File: src/include/srcin_defs.svh
// Constants of the serial audio input port receiver
`ifndef SRCIN_DEFS_SVH
`define SRCIN_DEFS_SVH

// Word format codes of a converter
`define SRCIN_FMT_LSB16      3'h0
`define SRCIN_FMT_LSB20      3'h1
`define SRCIN_FMT_MSB24      3'h2
`define SRCIN_FMT_I2S        3'h3
`define SRCIN_FMT_LSB24      3'h4
`define SRCIN_FMT_TDM_MSB    3'h5
`define SRCIN_FMT_TDM_I2S    3'h6

// Register byte addresses
`define SRCIN_ADDR_FMT_LO    12'h000
`define SRCIN_ADDR_FMT_HI    12'h004
`define SRCIN_ADDR_STATUS    12'h008

// Format field layout: field n at bits 10*(n+1)+2 .. 10*(n+1)
`define SRCIN_FMT_STEP       10
`define SRCIN_FMT_MASK       48'h0701_c070_1c00
`define SRCIN_FMT_RESET      48'h0000_0000_0000

// Status word fields
`define SRCIN_ST_SYNC        12
`define SRCIN_ST_CTL         13
`define SRCIN_ST_RUN         14

// Bit positions counted from the start of a word or frame
`define SRCIN_POS_MSB24_END  8'h17
`define SRCIN_POS_I2S24_END  8'h18
`define SRCIN_POS_I2S16_END  8'h0f
`define SRCIN_SLOT_END       5'h17

// Timing
`define SRCIN_CLK_NS         100
`define SRCIN_PD_MIN_NS      150
`define SRCIN_PD_CYC  ((`SRCIN_PD_MIN_NS + `SRCIN_CLK_NS - 1) / `SRCIN_CLK_NS)

`endif

File: src/include/srcin_pkg.sv
// Types and shared helpers of the serial audio input port receiver
`include "srcin_defs.svh"
package srcin_pkg;

	// State of one serial lane
	typedef struct packed {
		logic [2:0]  bclk_s;
		logic        bclk_f;
		logic [2:0]  lr_s;
		logic        lr_f;
		logic [2:0]  d_s;
		logic        d_f;
		logic [31:0] sh;
		logic        lr_prev;
		logic [7:0]  pos;
		logic [23:0] sample;
		logic [2:0]  tag;
		logic        valid;
	} srcin_lane_st_t;

	// State of the receiver top
	typedef struct packed {
		logic [2:0]      pd_s;
		logic            pd_f;
		logic [2:0]      sel_s;
		logic            sel_f;
		logic [2:0]      ctl_s;
		logic            ctl_f;
		logic [2:0][2:0] fp_s;
		logic [2:0]      fp_f;
		logic [2:0]      pin_fmt;
		logic [1:0]      pd_cnt;
		logic            run;
		logic [47:0]     fmt_vec;
		logic [31:0]     prdata;
		logic            pslverr;
	} srcin_top_st_t;

	// Filtered pin level: moves once second and third stage agree
	function automatic logic filt(input logic s2, input logic s3,
		input logic f);
		filt = (s2 == s3) ? s2 : f;
	endfunction

	function automatic logic is_tdm(input logic [2:0] fmt);
		is_tdm = (fmt >= `SRCIN_FMT_TDM_MSB);
	endfunction

	function automatic logic is_i2s(input logic [2:0] fmt);
		is_i2s = (fmt == `SRCIN_FMT_I2S) || (fmt >= `SRCIN_FMT_TDM_I2S);
	endfunction

	// Format field of converter n out of the format vector
	function automatic logic [2:0] fmt_field(input logic [47:0] v,
		input int n);
		fmt_field = v[`SRCIN_FMT_STEP * (n + 1) +: 3];
	endfunction

	// Stereo half: tag 0 left, 1 right
	function automatic logic [2:0] stereo_tag(input logic lr,
		input logic i2s);
		stereo_tag = {2'h0, i2s ? lr : ~lr};
	endfunction

endpackage

File: src/include/srcin_lane_if.sv
// Carrier between the receiver top and one serial lane
`timescale 1ns/1ns
interface srcin_lane_if;
	logic        bclk;
	logic        lrck;
	logic        sdata;
	logic [2:0]  fmt;
	logic        en;
	logic [23:0] sample;
	logic [2:0]  tag;
	logic        valid;

	modport lane (
		input  bclk, lrck, sdata, fmt, en,
		output sample, tag, valid
	);
	modport ctl (
		output bclk, lrck, sdata, fmt, en,
		input  sample, tag, valid
	);
endinterface

File: src/rtl/srcin_lane.sv
// One serial audio lane: pin sampling, word framing and sample capture
`timescale 1ns/1ns
`include "srcin_defs.svh"
module srcin_lane (
	input  wire logic i_clock,
	input  wire logic i_resetn,
	srcin_lane_if.lane lane_io
);
	srcin_pkg::srcin_lane_st_t st_reg;
	srcin_pkg::srcin_lane_st_t st_next;
	logic                      edge_rise;
	logic                      tdm;
	logic                      i2s;
	logic                      trans;
	logic                      start;
	logic [31:0]               shn;
	logic [7:0]                posn;
	logic [7:0]                rel;

	// ********************************************
	// Framing and capture
	// ********************************************
	// Bit clock edges are found by our own clock, so pins pass 3 stages
	always_comb begin
		st_next = st_reg;
		tdm = srcin_pkg::is_tdm(lane_io.fmt);
		i2s = srcin_pkg::is_i2s(lane_io.fmt);
		st_next.bclk_s = {st_reg.bclk_s[1:0], lane_io.bclk};
		st_next.lr_s = {st_reg.lr_s[1:0], lane_io.lrck};
		st_next.d_s = {st_reg.d_s[1:0], lane_io.sdata};
		st_next.bclk_f = srcin_pkg::filt(st_reg.bclk_s[1],
			st_reg.bclk_s[2], st_reg.bclk_f);
		st_next.lr_f = srcin_pkg::filt(st_reg.lr_s[1], st_reg.lr_s[2],
			st_reg.lr_f);
		st_next.d_f = srcin_pkg::filt(st_reg.d_s[1], st_reg.d_s[2],
			st_reg.d_f);
		edge_rise = st_next.bclk_f & ~st_reg.bclk_f;
		shn = {st_reg.sh[30:0], st_next.d_f};
		trans = st_next.lr_f ^ st_reg.lr_prev;
		// TDM frames open on one frame clock edge only
		start = tdm ? (i2s ? (st_reg.lr_prev & ~st_next.lr_f)
			: (~st_reg.lr_prev & st_next.lr_f)) : trans;
		posn = start ? 8'h00 : st_reg.pos + 8'h01;
		rel = (tdm && i2s) ? posn - 8'h01 : posn;
		st_next.valid = 1'b0;
		if (edge_rise) begin
			st_next.sh = shn;
			st_next.lr_prev = st_next.lr_f;
			st_next.pos = posn;
			case (lane_io.fmt)
				`SRCIN_FMT_LSB16, `SRCIN_FMT_LSB20, `SRCIN_FMT_LSB24: begin
					// Word ends just before the frame clock turns
					if (trans) begin
						st_next.valid = 1'b1;
						st_next.tag = srcin_pkg::stereo_tag(st_reg.lr_prev, 1'b0);
						if (lane_io.fmt == `SRCIN_FMT_LSB16)
							st_next.sample = {st_reg.sh[15:0], 8'h00};
						else if (lane_io.fmt == `SRCIN_FMT_LSB20)
							st_next.sample = {st_reg.sh[19:0], 4'h0};
						else
							st_next.sample = st_reg.sh[23:0];
					end
				end
				`SRCIN_FMT_MSB24: begin
					if (posn == `SRCIN_POS_MSB24_END) begin
						st_next.valid = 1'b1;
						st_next.sample = shn[23:0];
						st_next.tag = srcin_pkg::stereo_tag(st_next.lr_f, 1'b0);
					end
				end
				`SRCIN_FMT_I2S: begin
					if (posn == `SRCIN_POS_I2S24_END) begin
						st_next.valid = 1'b1;
						st_next.sample = shn[23:0];
						st_next.tag = srcin_pkg::stereo_tag(st_next.lr_f, 1'b1);
					end else if (trans && st_reg.pos == `SRCIN_POS_I2S16_END) begin
						// 32fs: last bit lands on the turning edge
						st_next.valid = 1'b1;
						st_next.sample = {shn[15:0], 8'h00};
						st_next.tag = srcin_pkg::stereo_tag(st_reg.lr_prev, 1'b1);
					end
				end
				default: begin
					if (tdm && rel[4:0] == `SRCIN_SLOT_END) begin
						st_next.valid = 1'b1;
						st_next.sample = shn[23:0];
						st_next.tag = rel[7:5];
					end
				end
			endcase
		end
		if (!lane_io.en) begin
			st_next.sh = 32'h0000_0000;
			st_next.pos = 8'h00;
			st_next.lr_prev = 1'b0;
			st_next.valid = 1'b0;
		end
	end

	// ********************************************
	// State register
	// ********************************************
	always_ff @(posedge i_clock or negedge i_resetn) begin
		if (!i_resetn)
			st_reg <= '0;
		else
			st_reg <= st_next;
	end

	assign lane_io.sample = st_reg.sample;
	assign lane_io.tag = st_reg.tag;
	assign lane_io.valid = st_reg.valid;

	// ********************************************
	// Checks
	// ********************************************
	sample_edge_a: assert property (
		@(posedge i_clock) disable iff (!i_resetn)
		st_reg.valid |-> $past(edge_rise))
		else $error("Sample delivered without a bit clock edge");
	msb_first_a: assert property (
		@(posedge i_clock) disable iff (!i_resetn)
		edge_rise && lane_io.en |=> st_reg.sh[31:1] == $past(st_reg.sh[30:0]))
		else $error("Shift register not filling MSB first");
	stereo_tag_a: assert property (
		@(posedge i_clock) disable iff (!i_resetn)
		st_reg.valid && !srcin_pkg::is_tdm(lane_io.fmt) |->
		st_reg.tag[2:1] == 2'h0)
		else $error("Stereo sample carries a slot tag");
	short_pad_a: assert property (
		@(posedge i_clock) disable iff (!i_resetn)
		st_reg.valid && $past(lane_io.fmt) == `SRCIN_FMT_LSB16 |->
		st_reg.sample[7:0] == 8'h00)
		else $error("16-bit sample not padded in low byte");
endmodule

File: src/rtl/srcin_top.sv
// Serial audio input port receiver for a four-converter rate converter
//
// The APB interface to the registers and the register addresses were decided locally.
`timescale 1ns/1ns
`include "srcin_defs.svh"

module srcin_top (
	input  wire logic              i_clock,
	input  wire logic              i_resetn,
	input  wire logic              i_power_down_n,
	input  wire logic              i_sync_select,
	input  wire logic              i_control_select,
	input  wire logic [2:0]        i_format_pins,
	input  wire logic [3:0]        i_input_bit_clock,
	input  wire logic [3:0]        i_input_frame_clock,
	input  wire logic [3:0]        i_serial_data_in,
	input  wire logic              i_psel,
	input  wire logic              i_penable,
	input  wire logic              i_pwrite,
	input  wire logic [11:0]       i_paddr,
	input  wire logic [31:0]       i_pwdata,
	output logic      [31:0]       o_prdata,
	output logic                   o_pready,
	output logic                   o_pslverr,
	output logic      [3:0]        o_sample_valid,
	output logic      [3:0][23:0]  o_sample_data,
	output logic      [3:0][2:0]   o_sample_tag
);
	srcin_pkg::srcin_top_st_t st_reg;
	srcin_pkg::srcin_top_st_t st_next;
	logic [3:0][2:0]          eff_fmt;
	logic [3:0]               lane_en;
	logic [3:0]               lane_bclk;
	logic [3:0]               lane_lrck;
	logic [3:0]               lane_sdata;
	logic                     tdm_sync;
	logic                     apb_setup;
	logic                     apb_access;
	logic                     addr_hit;
	logic [31:0]              rd_word;
	logic [11:0]              status_fmt;

	// ********************************************
	// Format selection and lane routing
	// ********************************************
	// Effective format per converter
	always_comb begin
		for (int i = 0; i < 4; i++) begin
			if (st_reg.ctl_f)
				eff_fmt[i] = srcin_pkg::fmt_field(st_reg.fmt_vec, i);
			else
				eff_fmt[i] = st_reg.pin_fmt;
		end
	end

	assign tdm_sync = ~st_reg.sel_f & srcin_pkg::is_tdm(eff_fmt[0]);

	// Clock pair choice; lanes 2-4 are switched off while synchronous and lane 1 uses TDM
	always_comb begin
		for (int i = 0; i < 4; i++) begin
			lane_bclk[i] = st_reg.sel_f ? i_input_bit_clock[i]
				: i_input_bit_clock[0];
			lane_lrck[i] = st_reg.sel_f ? i_input_frame_clock[i]
				: i_input_frame_clock[0];
			lane_sdata[i] = i_serial_data_in[i];
			lane_en[i] = st_reg.run & ~(tdm_sync && i != 0);
		end
	end

	// ********************************************
	// Lanes
	// ********************************************
	// One receiver per serial data input
	generate
		for (genvar g = 0; g < 4; g++) begin : g_lane
			srcin_lane_if lane_bus ();

			assign lane_bus.bclk = lane_bclk[g];
			assign lane_bus.lrck = lane_lrck[g];
			assign lane_bus.sdata = lane_sdata[g];
			assign lane_bus.fmt = eff_fmt[g];
			assign lane_bus.en = lane_en[g];
			assign o_sample_valid[g] = lane_bus.valid;
			assign o_sample_data[g] = lane_bus.sample;
			assign o_sample_tag[g] = lane_bus.tag;

			srcin_lane i_srcin_lane (
				.i_clock  (i_clock),
				.i_resetn (i_resetn),
				.lane_io  (lane_bus)
			);
		end
	endgenerate

	// ********************************************
	// Register bus
	// ********************************************
	// Zero wait states: every access phase completes at once
	assign apb_setup = i_psel & ~i_penable;
	assign apb_access = i_psel & i_penable;
	assign o_pready = apb_access;
	assign o_pslverr = apb_access & st_reg.pslverr;
	assign o_prdata = st_reg.prdata;
	assign addr_hit = (i_paddr == `SRCIN_ADDR_FMT_LO)
		|| (i_paddr == `SRCIN_ADDR_FMT_HI)
		|| (i_paddr == `SRCIN_ADDR_STATUS);

	// Status shows the formats the lanes really use
	always_comb begin
		for (int i = 0; i < 4; i++) begin
			status_fmt[3 * i +: 3] = eff_fmt[i];
		end
	end

	// Read word, taken into a register during the setup phase
	always_comb begin
		rd_word = 32'h0000_0000;
		case (i_paddr)
			`SRCIN_ADDR_FMT_LO: rd_word = st_reg.fmt_vec[31:0];
			`SRCIN_ADDR_FMT_HI: rd_word = {16'h0000, st_reg.fmt_vec[47:32]};
			`SRCIN_ADDR_STATUS: begin
				rd_word[11:0] = status_fmt;
				rd_word[`SRCIN_ST_SYNC] = st_reg.sel_f;
				rd_word[`SRCIN_ST_CTL] = st_reg.ctl_f;
				rd_word[`SRCIN_ST_RUN] = st_reg.run;
			end
			default: rd_word = 32'h0000_0000;
		endcase
	end

	// ********************************************
	// Control state
	// ********************************************
	// Pin filters, power down sequencing, format capture and writes
	always_comb begin
		st_next = st_reg;
		st_next.pd_s = {st_reg.pd_s[1:0], i_power_down_n};
		st_next.sel_s = {st_reg.sel_s[1:0], i_sync_select};
		st_next.ctl_s = {st_reg.ctl_s[1:0], i_control_select};
		st_next.pd_f = srcin_pkg::filt(st_reg.pd_s[1], st_reg.pd_s[2],
			st_reg.pd_f);
		st_next.sel_f = srcin_pkg::filt(st_reg.sel_s[1], st_reg.sel_s[2],
			st_reg.sel_f);
		st_next.ctl_f = srcin_pkg::filt(st_reg.ctl_s[1], st_reg.ctl_s[2],
			st_reg.ctl_f);
		for (int b = 0; b < 3; b++) begin
			st_next.fp_s[b] = {st_reg.fp_s[b][1:0], i_format_pins[b]};
			st_next.fp_f[b] = srcin_pkg::filt(st_reg.fp_s[b][1],
				st_reg.fp_s[b][2], st_reg.fp_f[b]);
		end
		if (!st_reg.pd_f) begin
			st_next.run = 1'b0;
			st_next.pd_cnt = 2'(`SRCIN_PD_CYC);
			st_next.fmt_vec = `SRCIN_FMT_RESET;
		end else if (st_reg.pd_cnt != 2'h0) begin
			// Keeps the lanes quiet a little past the release
			st_next.pd_cnt = st_reg.pd_cnt - 2'h1;
		end else begin
			st_next.run = 1'b1;
		end
		if (st_next.run && !st_reg.run)
			st_next.pin_fmt = st_reg.fp_f;
		// Read data and error are settled before the access phase
		if (apb_setup) begin
			st_next.prdata = rd_word;
			st_next.pslverr = ~addr_hit;
		end
		// Writes are lost while powered down, the fields are in reset
		if (apb_access && i_pwrite && st_reg.pd_f) begin
			case (i_paddr)
				`SRCIN_ADDR_FMT_LO:
					st_next.fmt_vec[31:0] = i_pwdata & 32'(`SRCIN_FMT_MASK);
				`SRCIN_ADDR_FMT_HI:
					st_next.fmt_vec[47:32] = i_pwdata[15:0]
						& 16'(`SRCIN_FMT_MASK >> 32);
				default: st_next.fmt_vec = st_reg.fmt_vec;
			endcase
		end
	end

	// State register
	always_ff @(posedge i_clock or negedge i_resetn) begin
		if (!i_resetn)
			st_reg <= '0;
		else
			st_reg <= st_next;
	end

	// ********************************************
	// Checks
	// ********************************************
	sync_clock_a: assert property (
		@(posedge i_clock) disable iff (!i_resetn)
		!st_reg.sel_f |->
		lane_bclk == {4{i_input_bit_clock[0]}}
		&& lane_lrck == {4{i_input_frame_clock[0]}})
		else $error("Synchronous lanes not on clock pair one");
	async_clock_a: assert property (
		@(posedge i_clock) disable iff (!i_resetn)
		st_reg.sel_f |->
		lane_bclk == i_input_bit_clock && lane_lrck == i_input_frame_clock)
		else $error("Asynchronous lane not on its own clock pair");
	serial_field_a: assert property (
		@(posedge i_clock) disable iff (!i_resetn)
		st_reg.ctl_f |->
		eff_fmt[1] == st_reg.fmt_vec[22:20]
		&& eff_fmt[3] == st_reg.fmt_vec[42:40])
		else $error("Serial format field not applied");
	pin_capture_a: assert property (
		@(posedge i_clock) disable iff (!i_resetn)
		$rose(st_reg.run) |-> st_reg.pin_fmt == $past(st_reg.fp_f))
		else $error("Format pins not captured at release");
	pin_hold_a: assert property (
		@(posedge i_clock) disable iff (!i_resetn)
		st_reg.run && $past(st_reg.run) |-> $stable(st_reg.pin_fmt))
		else $error("Captured pin format moved while running");
	pd_stretch_a: assert property (
		@(posedge i_clock) disable iff (!i_resetn)
		$fell(st_reg.pd_f) |=> !st_reg.run [*3])
		else $error("Receiver ran inside the power down stretch");
	pd_quiet_a: assert property (
		@(posedge i_clock) disable iff (!i_resetn)
		!st_reg.run |=> o_sample_valid == 4'h0)
		else $error("Sample delivered while powered down");
	tdm_lanes_a: assert property (
		@(posedge i_clock) disable iff (!i_resetn)
		tdm_sync |-> lane_en[3:1] == 3'h0)
		else $error("Lanes 2-4 active during TDM");
	tdm_slot_a: assert property (
		@(posedge i_clock) disable iff (!i_resetn)
		o_sample_valid[0] && $past(tdm_sync, 2) && $past(tdm_sync)
		|-> o_sample_valid[3:1] == 3'h0)
		else $error("TDM sample seen outside lane one");
	apb_answer_a: assert property (
		@(posedge i_clock) disable iff (!i_resetn)
		apb_setup ##1 (apb_access && !i_pwrite) |->
		o_pready && o_prdata == $past(rd_word))
		else $error("Read data not the word chosen at setup");

	// ********************************************
	// Checks on format control and the bus
	// ********************************************
	// pins drive every converter
	par_common_a: assert property (
		@(posedge i_clock) disable iff (!i_resetn)
		!st_reg.ctl_f |-> eff_fmt == {4{st_reg.pin_fmt}})
		else $error("Parallel format not common to all lanes");

	field_mask_a: assert property (
		@(posedge i_clock) disable iff (!i_resetn)
		(st_reg.fmt_vec & ~`SRCIN_FMT_MASK) == 48'h0000_0000_0000)
		else $error("Format vector holds bits outside the fields");

	bad_write_a: assert property (
		@(posedge i_clock) disable iff (!i_resetn)
		apb_access && !addr_hit && st_reg.pd_f |=>
		$stable(st_reg.fmt_vec))
		else $error("Unmapped write changed a format field");

	pd_clear_a: assert property (
		@(posedge i_clock) disable iff (!i_resetn)
		!st_reg.pd_f |=> st_reg.fmt_vec == `SRCIN_FMT_RESET)
		else $error("Format fields kept through power down");

	async_lanes_a: assert property (
		@(posedge i_clock) disable iff (!i_resetn)
		st_reg.sel_f |-> lane_en == {4{st_reg.run}})
		else $error("Asynchronous lane switched off while running");

	pin_steady_a: assert property (
		@(posedge i_clock) disable iff (!i_resetn)
		!st_reg.ctl_f && $stable(st_reg.ctl_f) && st_reg.run
		&& $past(st_reg.run) |-> $stable(eff_fmt))
		else $error("Parallel format moved while running");

	// Answer lines quiet outside the access phase
	bus_idle_a: assert property (
		@(posedge i_clock) disable iff (!i_resetn)
		!apb_access |-> !o_pready && !o_pslverr)
		else $error("Bus answer outside an access phase");
endmodule

File: config.mk
export PLATFORM = sky130hd
export DESIGN_NAME = srcin_top
export DESIGN_NICKNAME = d
export VERILOG_FILES = /design/src/include/srcin_pkg.sv /design/src/include/srcin_lane_if.sv /design/src/rtl/srcin_lane.sv /design/src/rtl/srcin_top.sv
export VERILOG_INCLUDE_DIRS = /design/src /design/src/include
export SDC_FILE = /design/constraint.sdc
export NUM_CORES = 1
export LEC_CHECK = 0
export BUFFER_PORTS_ARGS = -buffer_cell sky130_fd_sc_hd__buf_2
export CORE_UTILIZATION = 45
export DETAILED_ROUTE_END_ITERATION = 12
export GPL_TIMING_DRIVEN = 0
export HOLD_SLACK_MARGIN = 0.06
export PLACE_DENSITY = 0.74
export SLEW_MARGIN = 30
export SYNTH_ARGS = -nofsm -noshare
export SYNTH_HDL_FRONTEND = slang
export SYNTH_HIERARCHICAL = 1
export SYNTH_SLANG_ARGS = --single-unit
File: constraint.sdc
create_clock -name i_clock -period 4.7 [get_ports i_clock]
set_input_delay 0.705 -clock i_clock [delete_from_list [all_inputs] [get_ports i_clock]]
set_output_delay 0.705 -clock i_clock [all_outputs]
set_load 0.02 [all_outputs]
==> results of run 1 <==
==> where the power goes <==
| part | switching (mW) | internal (mW) | total, mW |
|---|---|---|---|
| clock | 1.51 | 2.24 | 3.75 |
| sequential | 0.160 | 3.71 | 3.87 |
| combinational | 1.48 | 0.939 | 2.42 |
| total | 3.15 | 6.89 | 10.0 |
==> stage by stage <==
| stage | TNS [ns] | utilization [%] |
|---|---|---|
| 2_1_floorplan | 0 | - |
| 4_1_cts | 0 | 53.0 |
| 5_1_grt | 0 | 53.3 |
| 6_report | 0 | 53.3 |
| 3_3_place_gp | -1982.02 | 49.3 |
| 3_5_place_dp | -82.20 | 49.6 |
==> cell families (layout without fill, tap and decap cells) <==
group                    Yosys count  in the layout  synth area share, %
other                              0              2                    0
XOR/XNOR                          35             35                 1.50
AND/OR/NAND/NOR                  773            773                 16.9
flip-flops                       403            403                 43.9
AO/OA/AOI/OAI                    601            601                 19.0
adder cells (fa/ha/maj)           47             47                 2.36
buffers and inverters            424            717                 10.1
multiplexers                     131            131                 6.36
==> final cells by class <==
class,instances,share of cell area [%]
repair buffers,209,4.47
plain buffers,329,7.43
flip-flops and latches,403,37.7
inverters,94,1.32
clock inverters,25,0.981
multi-input cells,1587,40.0
clock buffers,60,4.99
well taps,672,3.14
diodes,2,0.0187
==> cell usage in the layout, fill, tap and decap left out, types with 15 or more instances in the layout <==
cell type  instances
nor2b_1           45
buf_4            177
xnor2_1           22
nand2_1          377
mux2i_1           65
mux2_1            19
nor2_1            68
nand2b_1          32
nor3_1            18
and3b_1           26
buf_2            215
a221o_1           52
a22o_1            35
inv_1             93
o22ai_1           16
o21a_1            26
a211oi_1          50
ha_1              29
clkbuf_16         49
and2_1            26
nand3_1           62
o21ai_0           49
mux2_4            20
a21boi_0          81
and3_1            31
a21oi_1          159
maj3_1            18
a22oi_1           27
mux2_2            21
dfrtp_1          402
buf_1             15
clkbuf_1         113
==> worst reg2reg max path: cells and delay by family (launching register included) <==
kind                     cells  cell delay [ns]
AND/OR/NAND/NOR              5             1.18
buffers and inverters        6             1.05
AO/OA/AOI/OAI                3             0.99
multiplexers                 2             0.64
flip-flops                   1             0.39
adder cells (fa/ha/maj)      1             0.13
==> per-layer routing <==
metal | part of all wire (%) | vias up | wire, um
met5 | 0 | - | 0
met4 | 2.7 | 0 | 1690
met3 | 5.5 | 127 | 3380
met2 | 48 | 609 | 29600
met1 | 44 | 9291 | 27100
li1 | - | 8868 | -
==> what timing repair did <==
item                       CTS  global route
gates resized for setup     17            26
buffers inserted             8             7
setup endpoints to repair   84            80
pin swaps                    6             5
==> worst max path at each step <==
stage	slack (ns)	startpoint	end	cells after the start
2_1_floorplan	0.09	st_reg[99]	g_lane[2].i_srcin_lane/lane_io.sample[0]	16
3_3_place_gp	-4.79	i_resetn	g_lane[2].i_srcin_lane/shn[14]	1
3_5_place_dp	-1.10	st_reg[99]	g_lane[3].i_srcin_lane/lane_io.sample[9]	18
4_1_cts	0.04	st_reg[99]	g_lane[1].i_srcin_lane/lane_io.sample[15]	18
5_1_grt	0.005	st_reg[99]	g_lane[3].i_srcin_lane/lane_io.sample[20]	17
6_report	0.22	st_reg[99]	g_lane[3].i_srcin_lane/lane_io.sample[21]	17
==> out/results.tsv, run 1 <==
metric	value	unit
status	complete, no violations	
synth.area.top_cells	dfrtp_1 44%, nand2_1 6.2%, buf_4 5.3%	
synth_edf_count	0	
io_pins	213	
fmax	0.223	GHz
critical_path_required	5.16	ns
cts_sinks	403	
holdCritPathClass	in -> async	
netlist_area	23000	sq um
leakagePower	12.0	nW
synth.cells.most_frequent	403 x dfrtp_1, 377 x nand2_1, 162 x buf_4	
path_class	reg -> reg	
grt_overflow_total	0	
arrival	4.93	ns
critPathCaptureType	register	
coreArea	50300	sq um
multiInputGateArea	10700	sq um
drt_iter0_markers	1578	
p_per_area	375	nW/um^2
gp_congestion	0.931	
tightest_slew	0.916	ns
grt_busiest_layer	met2	
tritoncts	done	
path_cells	buf_8, mux2i_4, inv_1, buf_2, nand4b_1, o211ai_1, clkbuf_2, or2_2, inv_1, ha_1, nor4bb_1, nand3_1, a2111oi_4, nor4b_1, a211oi_4, buf_4, mux2_2	
min_period_over_period	95.2	%
syn_avg_cell_area	9.53	sq um
hold_violations	0	
async_flop_share	100	%
cpMostUsedCell	inv_1	
cts_root_buf	clkbuf_16	
critPathLaunchType	register	
yosys_warnings	6	
grt_first_pass_wirelength	100000	um
clkTransAtPathRegs	0.06	ns
rsz0062_at_grt	no	
antenna_left	0	
std_cell_rows	82	
detailed_place_hpwl	44200	um
finClkSkew	0.0253	ns
maxSlewViolCount	0	
synth_top_area_share	43.9	%
clockBufferDepth	3	
area_growth	16.5	%
synth_nets	2510	
clock_latency	0.59	ns
synth.most_common_cell	dfrtp_1	
critical_path.max_fanout	10	
setup_slack	0.224	ns
post-place-ws	-1.10	ns
placed_area	24900	sq um
via_count	18900	
regArea	10100	sq um
post-route-min-period	4.48	ns
vdd_drop_max	0.235	mV
start_util	45.7	%
h-tree-depth	2	
layout-drive-gt1-share	22.2	%
synth.largest_area_cell	dfrtp_1	
drc	0	
finalSetupViolCount	0	
crit_family	simple AND/OR/NAND/NOR gates	
grt_max_degree	88	
grt.total_usage	23.5	%
max_cap_viol_count	0	
met3_usage	3.35	%
rrSetupSlack	0.22	ns
r2r-end	g_lane[3].i_srcin_lane/lane_io.sample[21]	
cts_hold_buffers	0	
portBuffers	190	
die_area	52000	sq um
whs	0.0834	ns
via_per_inst	5.59	
grt_pass1_vias	18900	
r2r-start	st_reg[99]	
synthFlopType	dfrtp_1	
finalNonFillerCells	3381	
cts_made_buffers	47	
drt-total-wl	61900	um
path_buf_inv	6	
ys_ff_latch	403	
antenna_found_initial	3	
fillers	4549	
use_met1	31.2	%
met2_usage	39.1	%
relSlewSlack	38.1	%
nets	2767	
synth-seq-area-share	43.9	%
finalPower	10.0	mW
design_area	26800	sq um
die_height	228	um
drtPass1Iterations	7	
wl_per_cell	18.3	um
ys_types	96	
netlist_instances	2414	
reg2regPathDepth	17	
cp_slowest_cell	a2111oi_4	
dp_cells	3280	
die_w	228	um
cpPeakStageDelay	0.48	ns
(Power assumes the default switching activity.)
==> inputs of run 2 (changes only) <==
==> constraint.sdc (replaced) <==
create_clock -name i_clock -period 4.7 [get_ports i_clock]
set_input_delay 0.47 -clock i_clock [delete_from_list [all_inputs] [get_ports i_clock]]
set_output_delay 0.47 -clock i_clock [all_outputs]
set_load 0.02 [all_outputs]
==> run 2 against run 1 <==
Net effect:
- final area increased by 0.51%
- final cell count rose by 0.38%
- die area is the same
- wire length about the same
- highest routed layer unchanged
- sequential power about the same
- via count grew 0.52%
- clock power is essentially flat
- combinational power barely moved
- register-to-register slack got worse by 0.03 ns
- setup slack got worse by 0.026 ns
- core utilization increased by 0.27 points
==> out/results.tsv, run 2 (same netlist as run 1, synthesis figures left out) <==
metric	value	unit
drt_iter0_markers	1597	
fillers	4543	
portBuffers	190	
die_area	52000	sq um
grt_first_pass_wirelength	100000	um
post-route-min-period	4.50	ns
grt_pass1_vias	18900	
min_period_over_period	95.8	%
via_per_inst	5.60	
hold_violations	0	
drtPass1Iterations	8	
h-tree-depth	2	
layout-drive-gt1-share	22.1	%
antenna_found_initial	1	
die_height	228	um
cts_made_buffers	47	
placed_area	24900	sq um
coreArea	50300	sq um
wl_per_cell	18.2	um
grt_overflow_total	0	
nets	2781	
grt.total_usage	23.6	%
relSlewSlack	38.2	%
drt-total-wl	61900	um
cts_root_buf	clkbuf_16	
tightest_slew	0.913	ns
critical_path_required	5.15	ns
leakagePower	12.0	nW
clockBufferDepth	3	
antenna_left	0	
rsz0062_at_grt	no	
cts_sinks	403	
critical_path.max_fanout	10	
io_pins	213	
whs	0.156	ns
p_per_area	373	nW/um^2
setup_slack	0.198	ns
via_count	19000	
critPathCaptureType	register	
post-place-ws	-1.10	ns
maxSlewViolCount	0	
finalSetupTns	0	ns
holdCritPathClass	in -> reg	
vdd_drop_max	0.233	mV
final_common_cell	dfrtp_1	
finalPower	10.0	mW
status	complete, no violations	
start_util	45.7	%
fmax	0.222	GHz
regArea	10100	sq um
critPathLaunchType	register	
max_cap_viol_count	0	
arrival	4.95	ns
detailed_place_hpwl	44200	um
clkTransAtPathRegs	0.06	ns
die_w	228	um
grt_max_degree	88	
design_area	26900	sq um
mostFrequentLayoutCells	402 x dfrtp_1, 377 x nand2_1, 215 x buf_2	
gp_congestion	0.931	
finClkSkew	0.0260	ns
clock_latency	0.59	ns
std_cell_rows	82	
area_growth	17.1	%
finalSetupViolCount	0	
tritoncts	done	
path_class	reg -> reg	
drc	0	
multiInputGateArea	10700	sq um
-- run 2: metrics by stage --
step | std cells | util (%)
floorplan | 2414 | -
global placement | 3276 | 49.3
detailed placement | 3280 | 49.6
CTS | 3386 | 53.2
global route | 3393 | 53.6
finish | 3394 | 53.6
-- run 2: metal layers --
| layer | GRT usage [%] | up-vias | routed length [um] |
|---|---|---|---|
| met3 | 3.35 | 137 | 3330 |
| met2 | 39.2 | 638 | 29700 |
| met1 | 31.2 | 9330 | 27100 |
| met5 | 0 | - | 0 |
| met4 | 8.54 | 0 | 1780 |
| li1 | - | 8889 | - |
-- run 2: final cells by class --
type                       count  area share [%]
clock buffer                  60            4.97
sequential                   403            37.5
clock inverter                25           0.976
inverter                      94            1.31
timing repair buffer         223            4.96
tap                          672            3.12
buffer                       329            7.39
antenna                        1         0.00929
multi-input combinational   1587            39.8
-- run 2: worst paths after layout --
kind | startpoint | to | slack, ns | depth (start not counted)
setup / recovery | st_reg[99] | g_lane[2].i_srcin_lane/lane_io.tag[1] | 0.20 | 17
hold / removal | i_input_bit_clock[2] | g_lane[2].i_srcin_lane/st_next[79] | 0.16 | 3
setup reg to reg | st_reg[99] | g_lane[2].i_srcin_lane/lane_io.tag[1] | 0.20 | 17
hold reg to reg | st_next[97] | st_next[98] | 0.34 | 0
max in group asynchronous | i_resetn | st_next[101] | 2.97 | 4
min in group asynchronous | i_resetn | g_lane[1].i_srcin_lane/lane_io.sample[13] | 0.45 | 2
-- run 2: report_power, final --
group	switching, mW	leakage, nW	internal (mW)
combinational	1.48	5.86	0.946
sequential	0.159	5.40	3.71
clock	1.51	0.778	2.24
total	3.15	12.0	6.90
-- run 2: repair_timing --
item                                    CTS  global route
resized for setup                        17            26
endpoints found under the hold margin    84             0
endpoints found under the setup margin   84            80
hold buffers                             14             0
buffers inserted                          8             7
pin swaps                                 6             5
-- run 2: critical path, stage by stage (launching register included) --
cell,delay [ns]
dfrtp_2,0.39
buf_8,0.19
mux2i_2,0.34
inv_1,0.15
buf_2,0.21
nand3_1,0.21
o211ai_1,0.16
clkbuf_1,0.24
or2_2,0.36
ha_1,0.25
nand3_1,0.13
nand2_1,0.06
o22a_1,0.18
o22ai_1,0.40
nand2_1,0.17
a211oi_4,0.37
buf_6,0.25
mux2_4,0.32
